[config.mk]
export PLATFORM = sky130hd
export DESIGN_NAME = sarc_top
export DESIGN_NICKNAME = d
export VERILOG_FILES = /design/src/logic/sarc_pkg.sv /design/src/logic/sarc_tick_if.sv /design/src/logic/sarc_clk_div.sv /design/src/logic/sarc_top.sv
export SDC_FILE = /design/constraint.sdc
export NUM_CORES = 1
export LEC_CHECK = 0
export ABC_AREA = 1
export BUFFER_PORTS_ARGS = -buffer_cell sky130_fd_sc_hd__buf_2
export CAP_MARGIN = 20
export CELL_PAD_IN_SITES_DETAIL_PLACEMENT = 1
export CELL_PAD_IN_SITES_GLOBAL_PLACEMENT = 2
export CORE_MARGIN = 2
export CORE_UTILIZATION = 33
export CTS_CLUSTER_SIZE = 12
export DETAILED_ROUTE_END_ITERATION = 10
export GPL_TIMING_DRIVEN = 0
export PLACE_DENSITY = 0.8
export SLEW_MARGIN = 20
export SYNTH_ARGS = -nofsm -noshare
export SYNTH_HDL_FRONTEND = slang
export SYNTH_SLANG_ARGS = --single-unit
[constraint.sdc]
create_clock -name clk_i -period 3.9 [get_ports clk_i]
set_clock_uncertainty 0.1 [all_clocks]
set_input_delay 0 -clock clk_i [delete_from_list [all_inputs] [get_ports clk_i]]
set_output_delay 0 -clock clk_i [all_outputs]
set_load 0.01 [all_outputs]
[src/logic/sarc_pkg.sv]
// Package for the converter control block: offsets, fields, reset values, timing
package sarc_pkg;
	localparam int unsigned ADDR_W = 4;
	localparam int unsigned DATA_W = 16;
	localparam int unsigned RES_W  = 10;
	localparam logic [RES_W-1:0] RES_FULL = 10'h3FF;

	// Register offsets
	localparam logic [ADDR_W-1:0] OFS_CTRL0  = 4'h0;
	localparam logic [ADDR_W-1:0] OFS_CTRL1  = 4'h1;
	localparam logic [ADDR_W-1:0] OFS_APE    = 4'h2;
	localparam logic [ADDR_W-1:0] OFS_RESULT = 4'h3;
	localparam logic [ADDR_W-1:0] OFS_STATUS = 4'h4;

	// Control word 0 fields
	localparam int unsigned C0_ENABLE     = 0;
	localparam int unsigned C0_SOFT_START = 1;
	localparam int unsigned C0_CORE_ON    = 2;
	localparam int unsigned C0_REF_ON     = 3;
	localparam int unsigned C0_REF_HIGH   = 4;
	localparam int unsigned C0_REF_OUT    = 5;
	localparam int unsigned C0_BURST      = 6;
	localparam int unsigned C0_LOW_SLEW   = 7;
	localparam int unsigned C0_SEL_LOW    = 8;
	localparam int unsigned C0_SEL_HIGH   = 9;
	localparam int unsigned C0_SAMPLE_LO  = 10;
	localparam int unsigned C0_SAMPLE_W   = 2;

	// Control word 1 fields
	localparam int unsigned C1_TWOS       = 0;
	localparam int unsigned C1_TRIG_INV   = 1;
	localparam int unsigned C1_TRIG_LO    = 2;
	localparam int unsigned C1_TRIG_W     = 2;
	localparam int unsigned C1_DIV_LO     = 4;
	localparam int unsigned C1_DIV_W      = 3;
	localparam int unsigned C1_SRC_LO     = 7;
	localparam int unsigned C1_SRC_W      = 2;
	localparam int unsigned C1_CHAN_LO    = 9;
	localparam int unsigned C1_CHAN_W     = 4;

	// Status fields
	localparam int unsigned ST_BUSY      = 0;
	localparam int unsigned ST_SAMPLING  = 1;

	localparam logic [DATA_W-1:0] CTRL0_RST = 16'h0000;
	localparam logic [DATA_W-1:0] CTRL1_RST = 16'h0000;
	localparam logic [7:0]        APE_RST   = 8'h00;

	localparam int unsigned NUM_CHAN  = 12;
	localparam int unsigned CONV_CYC  = 11;
	localparam int unsigned CNT_W     = 7;
	// Sample periods selectable: 4, 8, 16, 64 conversion clocks
	localparam logic [CNT_W-1:0] SAMP_4  = 7'h04;
	localparam logic [CNT_W-1:0] SAMP_8  = 7'h08;
	localparam logic [CNT_W-1:0] SAMP_16 = 7'h10;
	localparam logic [CNT_W-1:0] SAMP_64 = 7'h40;

	typedef enum logic [1:0] {
		SRC_OSC,
		SRC_AUX,
		SRC_MAIN,
		SRC_SUB
	} sarc_src_t;

	typedef enum logic [1:0] {
		ST_IDLE,
		ST_SAMPLE,
		ST_CONVERT
	} sarc_state_t;
endpackage

[src/logic/sarc_tick_if.sv]
// Interface carrying the divided conversion clock tick between modules
interface sarc_tick_if;
	logic [1:0] src_sel;
	logic [2:0] div_ratio;
	logic       tick;
	modport gen (input src_sel, input div_ratio, output tick);
	modport use_ (output src_sel, output div_ratio, input tick);
endinterface

[src/logic/sarc_clk_div.sv]
// Conversion clock source select and 1..8 divider, as a tick in clk domain
module sarc_clk_div (
	// Clock and reset
	input  wire logic clk,
	input  wire logic rst_b,
	// Clock source enables
	input  wire logic [3:0] src_tick_i,
	// Control and tick
	sarc_tick_if.gen        tk
);
	logic [2:0] cnt_q;
	logic [2:0] cnt_d;
	logic       src_hit;
	logic       wrap;

	assign src_hit = src_tick_i[tk.src_sel]; // [RL7]
	assign wrap    = (cnt_q >= tk.div_ratio);
	assign cnt_d   = !src_hit ? cnt_q : (wrap ? 3'h0 : cnt_q + 3'h1);
	assign tk.tick = src_hit && wrap; // [RL7]

	always_ff @(posedge clk or negedge rst_b) begin
		if (!rst_b) begin
			cnt_q <= 3'h0;
		end else begin
			cnt_q <= cnt_d;
		end
	end
endmodule

[src/logic/sarc_top.sv]
// Converter control: registers, reference power, channel select, conversion sequencer
//
// Behaviour
// RL1 - Result is 10 bits, all ones at or above upper ref, zero at/below lower.
// RL2 - Result format selectable: straight binary or two's complement.
// RL3 - Straight binary code scales linearly with input across the reference span.
// RL4 - Core powered only while core power-on bit set.
// RL5 - Most config bits are write-locked while conversion enable is set.
// RL6 - No conversion starts unless conversion enable is set.
// RL7 - Conversion clock from four sources, divided by one to eight.
// RL8 - Same divided clock steps conversion and times sampling.
// RL9 - Software keeps chosen clock running; stopping it aborts the result. Here the sequencer stalls, busy held until enable or power drops.
// RL10 - Select one of eight external, four internal channels, break-before-make.
// RL11 - Analog pin enable bits disable pin input and output buffers.
// RL12 - Reference-on enables band-gap and buffer together; off disables both.
// RL13 - Level-select one picks high reference level, zero picks low.
// RL14 - Both reference-select bits set buffers external positive reference.
// RL15 - Reference on but idle: buffer off, band-gap stays on.
// RL16 - Reference output on: burst zero keeps buffer on, one only while active.
// RL17 - Low-slew buffer bit only advised below the stated rate limit.
// RL18 - Conversion begins on rising edge of trigger, polarity invertible.
// RL19 - Conversion completes in eleven conversion clocks after sampling.
// RL20 - Busy flag from trigger acceptance until result written.
module sarc_top (
	// Clock and reset
	input  wire logic                           clk_i,
	input  wire logic                           rst_b_i,
	// Register port
	input  wire logic [sarc_pkg::ADDR_W-1:0]    addr_i,
	input  wire logic [sarc_pkg::DATA_W-1:0]    wdata_i,
	input  wire logic                           wr_i,
	input  wire logic                           rd_i,
	output logic      [sarc_pkg::DATA_W-1:0]    rdata_o,
	// Clock sources, one-cycle enables: osc, aux, main, sub
	input  wire logic [3:0]                     src_tick_i,
	// External triggers
	input  wire logic [3:0]                     trig_src_i,
	// SAR comparator from analog core
	input  wire logic                           cmp_i,
	output logic      [sarc_pkg::RES_W-1:0]     dac_code_o,
	// Analog control
	output logic                                core_power_on_o,
	output logic                                sampling_o,
	output logic      [sarc_pkg::NUM_CHAN-1:0]  chan_sel_o,
	output logic      [7:0]                     analog_pin_enable_o,
	output logic                                bandgap_on_o,
	output logic                                ref_buffer_on_o,
	output logic                                reference_level_high_o,
	output logic                                ext_ref_buffered_o,
	output logic                                buffer_low_slew_o,
	output logic                                reference_output_enable_o,
	// Status
	output logic                                conversion_busy_flag_o
);
	localparam int unsigned DW = sarc_pkg::DATA_W;
	localparam int unsigned RW = sarc_pkg::RES_W;

	// Reset release
	logic rst_s1_q;
	logic rst_b;
	always_ff @(posedge clk_i or negedge rst_b_i) begin
		if (!rst_b_i) begin
			rst_s1_q <= 1'b0;
			rst_b    <= 1'b0;
		end else begin
			rst_s1_q <= 1'b1;
			rst_b    <= rst_s1_q;
		end
	end

	// Registers
	logic [DW-1:0] ctrl0_q;
	logic [DW-1:0] ctrl0_d;
	logic [DW-1:0] ctrl1_q;
	logic [DW-1:0] ctrl1_d;
	logic [7:0]    ape_q;
	logic [7:0]    ape_d;
	logic [RW-1:0] result_q;
	logic [RW-1:0] result_d;
	logic [DW-1:0] rdata_q;
	logic [DW-1:0] rdata_d;

	// Sequencer state
	sarc_pkg::sarc_state_t state_q;
	sarc_pkg::sarc_state_t state_d;
	logic [sarc_pkg::CNT_W-1:0] cnt_q;
	logic [sarc_pkg::CNT_W-1:0] cnt_d;
	logic [RW-1:0] sar_q;
	logic [RW-1:0] sar_d;
	logic [RW-1:0] bit_q;
	logic [RW-1:0] bit_d;
	logic          trig_q;
	logic          trig_d;
	logic          pend_q;
	logic          pend_d;
	logic          busy_q;
	logic          busy_d;

	// Field views
	wire logic enable     = ctrl0_q[sarc_pkg::C0_ENABLE];
	wire logic core_on    = ctrl0_q[sarc_pkg::C0_CORE_ON];
	wire logic ref_on     = ctrl0_q[sarc_pkg::C0_REF_ON];
	wire logic ref_out    = ctrl0_q[sarc_pkg::C0_REF_OUT];
	wire logic burst      = ctrl0_q[sarc_pkg::C0_BURST];
	wire logic twos       = ctrl1_q[sarc_pkg::C1_TWOS];
	wire logic trig_inv   = ctrl1_q[sarc_pkg::C1_TRIG_INV];
	wire logic [1:0] samp_sel  = ctrl0_q[sarc_pkg::C0_SAMPLE_LO +: sarc_pkg::C0_SAMPLE_W];
	wire logic [1:0] trig_sel  = ctrl1_q[sarc_pkg::C1_TRIG_LO +: sarc_pkg::C1_TRIG_W];
	wire logic [3:0] chan      = ctrl1_q[sarc_pkg::C1_CHAN_LO +: sarc_pkg::C1_CHAN_W];

	// Clock divider
	sarc_tick_if tk ();
	assign tk.src_sel   = ctrl1_q[sarc_pkg::C1_SRC_LO +: sarc_pkg::C1_SRC_W]; // [RL7]
	assign tk.div_ratio = ctrl1_q[sarc_pkg::C1_DIV_LO +: sarc_pkg::C1_DIV_W]; // [RL7]

	sarc_clk_div u_div (
		.clk        (clk_i),
		.rst_b      (rst_b),
		.src_tick_i (src_tick_i),
		.tk         (tk.gen)
	);

	wire logic tick = tk.tick;

	// Bus decode
	wire logic hit_c0  = wr_i && (addr_i == sarc_pkg::OFS_CTRL0);
	wire logic hit_c1  = wr_i && (addr_i == sarc_pkg::OFS_CTRL1);
	wire logic hit_ape = wr_i && (addr_i == sarc_pkg::OFS_APE);

	// Enable, start, and power bits stay writable; the rest lock while enabled
	wire logic [DW-1:0] c0_free = 16'h000F;
	assign ctrl0_d = hit_c0 ? (enable ? ((ctrl0_q & ~c0_free) | (wdata_i & c0_free)) // [RL5]
	                                  : wdata_i)
	                        : (ctrl0_q & ~(16'h0001 << sarc_pkg::C0_SOFT_START));
	assign ctrl1_d = (hit_c1 && !enable) ? wdata_i : ctrl1_q; // [RL5]
	assign ape_d   = (hit_ape && !enable) ? wdata_i[7:0] : ape_q; // [RL5]

	// Trigger select and polarity
	wire logic [3:0] trig_vec  = {trig_src_i[3:1], ctrl0_q[sarc_pkg::C0_SOFT_START]};
	wire logic       trig_lvl  = trig_vec[trig_sel] ^ trig_inv; // [RL18]
	wire logic       trig_rise = trig_lvl && !trig_q; // [RL18]
	assign trig_d = trig_lvl;

	// Sample period lookup
	logic [sarc_pkg::CNT_W-1:0] samp_len;
	assign samp_len = (samp_sel == 2'd0) ? sarc_pkg::SAMP_4 :
	                  (samp_sel == 2'd1) ? sarc_pkg::SAMP_8 :
	                  (samp_sel == 2'd2) ? sarc_pkg::SAMP_16 : sarc_pkg::SAMP_64;

	// Trial code and final result
	wire logic [RW-1:0] trial    = sar_q | bit_q;
	wire logic [RW-1:0] sar_keep = cmp_i ? trial : sar_q; // [RL1] [RL3]
	wire logic [RW-1:0] fmt_res  = twos ? {~sar_keep[RW-1], sar_keep[RW-2:0]} : sar_keep; // [RL2]
	wire logic          accept   = trig_rise && enable && core_on && (state_q == sarc_pkg::ST_IDLE);

	always_comb begin
		state_d  = state_q;
		cnt_d    = cnt_q;
		sar_d    = sar_q;
		bit_d    = bit_q;
		pend_d   = pend_q;
		busy_d   = busy_q;
		result_d = result_q;
		unique case (state_q)
			sarc_pkg::ST_IDLE: begin
				if (accept) begin // [RL6]
					pend_d = 1'b1;
					busy_d = 1'b1; // [RL20]
				end
				// Sampling begins on the next conversion clock for alignment
				if (pend_q && tick) begin
					pend_d  = 1'b0;
					state_d = sarc_pkg::ST_SAMPLE;
					cnt_d   = samp_len - 7'h01;
				end
			end
			sarc_pkg::ST_SAMPLE: begin
				if (tick) begin // [RL8]
					if (cnt_q == 7'h00) begin
						state_d = sarc_pkg::ST_CONVERT;
						cnt_d   = 7'(sarc_pkg::CONV_CYC - 1);
						sar_d   = '0;
						bit_d   = 10'h200;
					end else begin
						cnt_d = cnt_q - 7'h01;
					end
				end
			end
			sarc_pkg::ST_CONVERT: begin
				if (tick) begin // [RL8] [RL19]
					if (bit_q != '0) begin
						sar_d = sar_keep;
						bit_d = bit_q >> 1;
					end
					if (cnt_q == 7'h00) begin
						state_d  = sarc_pkg::ST_IDLE;
						result_d = fmt_res; // [RL1] [RL2]
						busy_d   = 1'b0; // [RL20]
					end else begin
						cnt_d = cnt_q - 7'h01;
					end
				end
			end
			// Unused fourth code falls back to idle
			default: state_d = sarc_pkg::ST_IDLE;
		endcase
		// Dropping enable or power aborts; result left untouched
		if (!enable || !core_on) begin // [RL9]
			state_d = sarc_pkg::ST_IDLE;
			pend_d  = 1'b0;
			busy_d  = 1'b0;
		end
	end

	// Read mux
	assign rdata_d = !rd_i ? '0 :
	                 (addr_i == sarc_pkg::OFS_CTRL0)  ? ctrl0_q :
	                 (addr_i == sarc_pkg::OFS_CTRL1)  ? ctrl1_q :
	                 (addr_i == sarc_pkg::OFS_APE)    ? {8'h00, ape_q} :
	                 (addr_i == sarc_pkg::OFS_RESULT) ? {6'h00, result_q} :
	                 (addr_i == sarc_pkg::OFS_STATUS) ?
	                     {14'h0000, (state_q == sarc_pkg::ST_SAMPLE), busy_q} : '0;

	// Control registers; short groups keep each reset branch easy to audit
	always_ff @(posedge clk_i or negedge rst_b) begin
		if (!rst_b) begin
			ctrl0_q <= sarc_pkg::CTRL0_RST;
			ctrl1_q <= sarc_pkg::CTRL1_RST;
			ape_q   <= sarc_pkg::APE_RST;
		end else begin
			ctrl0_q <= ctrl0_d;
			ctrl1_q <= ctrl1_d;
			ape_q   <= ape_d;
		end
	end

	// Result and read data
	always_ff @(posedge clk_i or negedge rst_b) begin
		if (!rst_b) begin
			result_q <= '0;
			rdata_q  <= '0;
		end else begin
			result_q <= result_d;
			rdata_q  <= rdata_d;
		end
	end

	// Sequencer state and its counter
	always_ff @(posedge clk_i or negedge rst_b) begin
		if (!rst_b) begin
			state_q <= sarc_pkg::ST_IDLE;
			cnt_q   <= '0;
		end else begin
			state_q <= state_d;
			cnt_q   <= cnt_d;
		end
	end

	// Successive approximation register and trial bit
	always_ff @(posedge clk_i or negedge rst_b) begin
		if (!rst_b) begin
			sar_q <= '0;
			bit_q <= '0;
		end else begin
			sar_q <= sar_d;
			bit_q <= bit_d;
		end
	end

	// Trigger history, pending start and busy
	always_ff @(posedge clk_i or negedge rst_b) begin
		if (!rst_b) begin
			trig_q <= 1'b0;
			pend_q <= 1'b0;
			busy_q <= 1'b0;
		end else begin
			trig_q <= trig_d;
			pend_q <= pend_d;
			busy_q <= busy_d;
		end
	end

	// Outputs
	wire logic active = (state_q != sarc_pkg::ST_IDLE);
	assign rdata_o                = rdata_q;
	assign core_power_on_o        = core_on; // [RL4]
	assign sampling_o             = (state_q == sarc_pkg::ST_SAMPLE);
	// Break-before-make: no channel connected outside sampling
	assign chan_sel_o             = sampling_o && (chan < 4'(sarc_pkg::NUM_CHAN))
	                                ? (12'h001 << chan) : 12'h000; // [RL10]
	assign dac_code_o             = trial;
	assign analog_pin_enable_o    = ape_q; // [RL11]
	assign bandgap_on_o           = ref_on; // [RL12] [RL15]
	assign ref_buffer_on_o        = ref_on && (active || (ref_out && !burst)); // [RL12] [RL15] [RL16]
	assign reference_level_high_o = ctrl0_q[sarc_pkg::C0_REF_HIGH]; // [RL13]
	assign ext_ref_buffered_o     = ctrl0_q[sarc_pkg::C0_SEL_LOW]
	                                && ctrl0_q[sarc_pkg::C0_SEL_HIGH]; // [RL14]
	assign buffer_low_slew_o      = ctrl0_q[sarc_pkg::C0_LOW_SLEW];
	assign reference_output_enable_o = ref_out;
	assign conversion_busy_flag_o = busy_q; // [RL20]
endmodule
==> impl_metrics.py <==
metrics = {
    "outcome": {
        "status": "finished, final reports clean",
    },
    "synth": {
        "ys_ff_latch": 103,
        "syn_avg_cell_area_um2": 8.06,
        "post-synth-top-count-cell": "nand2_1",
        "yosysTopAreaCell": "dfrtp_1",
        "synth.top_cells.by_count": "nand2_1 (170), dfrtp_1 (103), o21ai_0 (81)",
        "synth_seq_area_share": 0.496,
        "synth_cells": 645,
        "async_flop_share": 1.00,
        "synthFlopType": "dfrtp_1",
        "synth.net_count": 690,
        "syn-cell-area_mm2": 0.00520,
        "synth_edf_count": 0,
        "synth_cell_type_count": 33,
        "synth.top_cell.area_share": 0.496,
        "yosys_warnings": 0,
        "synthTopCellsByArea": "dfrtp_1 (50%), nand2_1 (12%), o21ai_0 (7.8%), inv_1 (5.4%), nand3_1 (3.4%)",
    },
    "grt": {
        "overflow": 0,
        "grt_pass1_vias": 5137,
        "grt_pass1_wl_um": 26400,
        "grt_max_degree": 54,
        "antenna_found_initial": 0,
        "grtUsageTotal": 0.204,
    },
    "clock_network": {
        "cts_setup_buffers": 0,
        "cts_buffers": 9,
        "clockBufferDepth": 2,
        "clk_latency_ns": 0.36,
        "path_clk_slew_ns": 0.08,
        "ctsResizeCount": 0,
        "cts_tree": "built",
        "htree_levels": 3,
        "clockRootBuffer": "clkbuf_16",
        "cts.sinks": 103,
    },
    "die": {
        "dieHeight_um": 130,
        "io_pins": 88,
        "start_util": 0.340,
        "die_area_mm2": 0.0168,
        "core_area_mm2": 0.0153,
        "rows": 45,
        "die_w_um": 130,
    },
    "drt": {
        "drtPass1Iterations": 5,
        "ant_nets": 0,
        "routed_via_density": 4.91,
        "routedWlPerCell_um": 16.5,
        "routed_wirelength_um": 16200,
        "drc": 0,
        "vias": 4795,
        "drtIter0Drc": 287,
    },
    "setup_path": {
        "cp-end-kind": "register",
        "worstPathArrival_ns": 2.41,
        "startpoint_type": "register",
        "crit_required_ns": 4.04,
        "path_class": "reg2reg",
        "crit_path_max_fanout": 10,
    },
    "power_and_ir_drop": {
        "p_per_area_mw_per_mm2": 464,
        "seq_power_share": 0.443,
        "p_int_w": 0.00201,
        "peakVddDrop_mv": 0.274,
        "power.share.clock": 0.339,
        "p_comb_frac": 0.218,
        "switching_share": 0.328,
        "netSwitchingPower_w": 0.000980,
        "power.leakage_nw": 3.39,
    },
    "sta": {
        "report.final.slew_viol_count": 0,
        "fin_crit_sh": 0.583,
        "setup_violations": 0,
        "tightest_slew_ns": 0.730,
        "max-slew-margin-rel": 0.513,
        "finalSetupTns_ns": 0,
        "setup_slack_ns": 1.63,
        "fmax_mhz": 440,
        "grt_setup_unrepaired": "false",
        "hold_viol": 0,
        "period_minus_slack_ns": 2.27,
    },
    "layout": {
        "fill_cells": 1903,
        "syn_to_final_growth_pct": 23.9,
        "final-instance-count-excl-fill": 977,
        "drive_gt1_frac": 0.187,
        "design_area_mm2": 0.00644,
        "fin_util": 0.421,
        "nets": 806,
        "n_antenna_cell": 0,
    },
    "place": {
        "place.gp.congestion": 0.809,
        "placed_cells": 941,
        "place_area_mm2": 0.00592,
        "pre_cts_slack_ns": 1.61,
        "port_buffers": 84,
        "hpwlAfterDp_um": 12100,
    },
    "job": {
        "max_cap_violations": 0,
    },
    "worst_hold_path": {
        "holdCritPathClass": "in2reg",
    },
}
==> placed cells by master (no fill, tap or decap), types with 2 or more instances in the layout <==
cell type and count:
clkbuf_1 11, nand4_1 8, nand3b_1 3, nand3_4 2
inv_1 75, clkinv_1 3, clkinvlp_4 3, o21ai_0 81
or2_2 6, nor3_1 8, dfrtp_1 102, xor2_1 2
buf_8 2, inv_2 3, a21oi_1 27, o21a_1 5
o21ai_1 9, nand3_2 11, clkbuf_16 9, buf_2 90
clkbuf_2 2, nand3_1 35, dlygate4sd3_1 20, nand2_2 3
nand2_1 170, bufinv_16 2, ha_1 12, nor2_1 43
nor2_2 3, o211ai_1 5
==> sequential cells by signal, summed over array words and instances, names as in the netlist <==
register and count:
bit_q 10, u_div.cnt_q 3, cnt_q 7, state_q 2, conversion_busy_flag_o 1, rst_s1_q 1
result_q 10, rdata_o 16, ctrl0_q 16, sar_q 10, trig_q 1, ctrl1_q 16
rst_b 1, analog_pin_enable_o 8, pend_q 1
==> metal layers <==
layer	track usage	vias up	part of all wire
li1	-	2304	-
met1	0.273	2400	0.47
met2	0.348	75	0.49
met3	0.0223	16	0.026
met4	0.0664	0	0.014
met5	0	-	0
==> final cells by class <==
| cell class | count | area [µm²] | share of cell area |
|---|---|---|---|
| Sequential cell | 103 | 2580 | 0.401 |
| Multi-Input combinational cell | 440 | 2210 | 0.343 |
| Timing Repair Buffer | 105 | 648 | 0.101 |
| Inverter | 81 | 304 | 0.0472 |
| Tap cell | 211 | 264 | 0.0410 |
| Clock buffer | 9 | 225 | 0.0350 |
| Buffer | 21 | 111 | 0.0173 |
| Clock inverter | 7 | 103 | 0.0159 |
==> power by group through the flow <==
stage	registers, W	clock network [W]	logic [W]
finish	0.00132	0.00101	0.000653
global route	0.00135	0.00106	0.000761
CTS	0.00133	0.00103	0.000661
detailed placement	0.00135	0	0.000643
global placement	0.00135	0	0.000600
floorplan	0.00132	0	0.000437
==> cell families after synthesis <==
kind of cell | after synthesis | share of synthesized area
buffers and inverters | 102 | 0.0799
adders and majority gates | 12 | 0.0289
other | 1 | 0.000721
AOI/OAI and AO/OA | 130 | 0.133
xor gates and xnor gates | 2 | 0.00337
DFF | 103 | 0.496
and+or+nand+nor | 295 | 0.259
==> worst paths after layout <==
kind | startpoint | endpoint | slack (ns) | depth (start not counted)
min in group asynchronous | rst_b$_DFF_PN0_ | ctrl0_q[3]$_DFFE_PN0P_ | 0.29 | 0
setup reg to reg | state_q[1]$_DFFE_PN0P_ | sar_q[0]$_DFFE_PN0P_ | 1.63 | 8
setup / recovery | state_q[1]$_DFFE_PN0P_ | sar_q[0]$_DFFE_PN0P_ | 1.63 | 8
hold / removal | src_tick_i[3] | u_div.cnt_q[1]$_DFFE_PN0N_ | 0.007 | 6
max in group asynchronous | rst_b$_DFF_PN0_ | cnt_q[6]$_DFFE_PN0P_ | 2.71 | 1
hold reg to reg | rst_s1_q$_DFF_PN0_ | rst_b$_DFF_PN0_ | 0.26 | 0
==> through the flow <==
| step | power, W | hold WS (ns) |
|---|---|---|
| finish | 0.00299 | 0.00731 |
| floorplan | 0.00176 | -0.396 |
| CTS | 0.00302 | 0.00781 |
| global route | 0.00317 | 0.0571 |
| detailed placement | 0.00199 | -0.313 |
| global placement | 0.00195 | -0.314 |
==> repair_timing <==
item | CTS | global route
endpoints found under the hold margin | 50 | 0
setup endpoints to repair | 0 | 0
hold buffers | 20 | 0
==> worst max-delay path, stage by stage (launching register included) <==
cell and delay [ns]:
dfrtp_1 0.41, inv_1 0.16, ha_1 0.43, inv_1 0.18, nand2_2 0.17, nand3_4 0.17
clkbuf_2 0.24, o21ai_0 0.20, nand2_1 0.08
No activity file was read; power rests on OpenSTA's default activity.
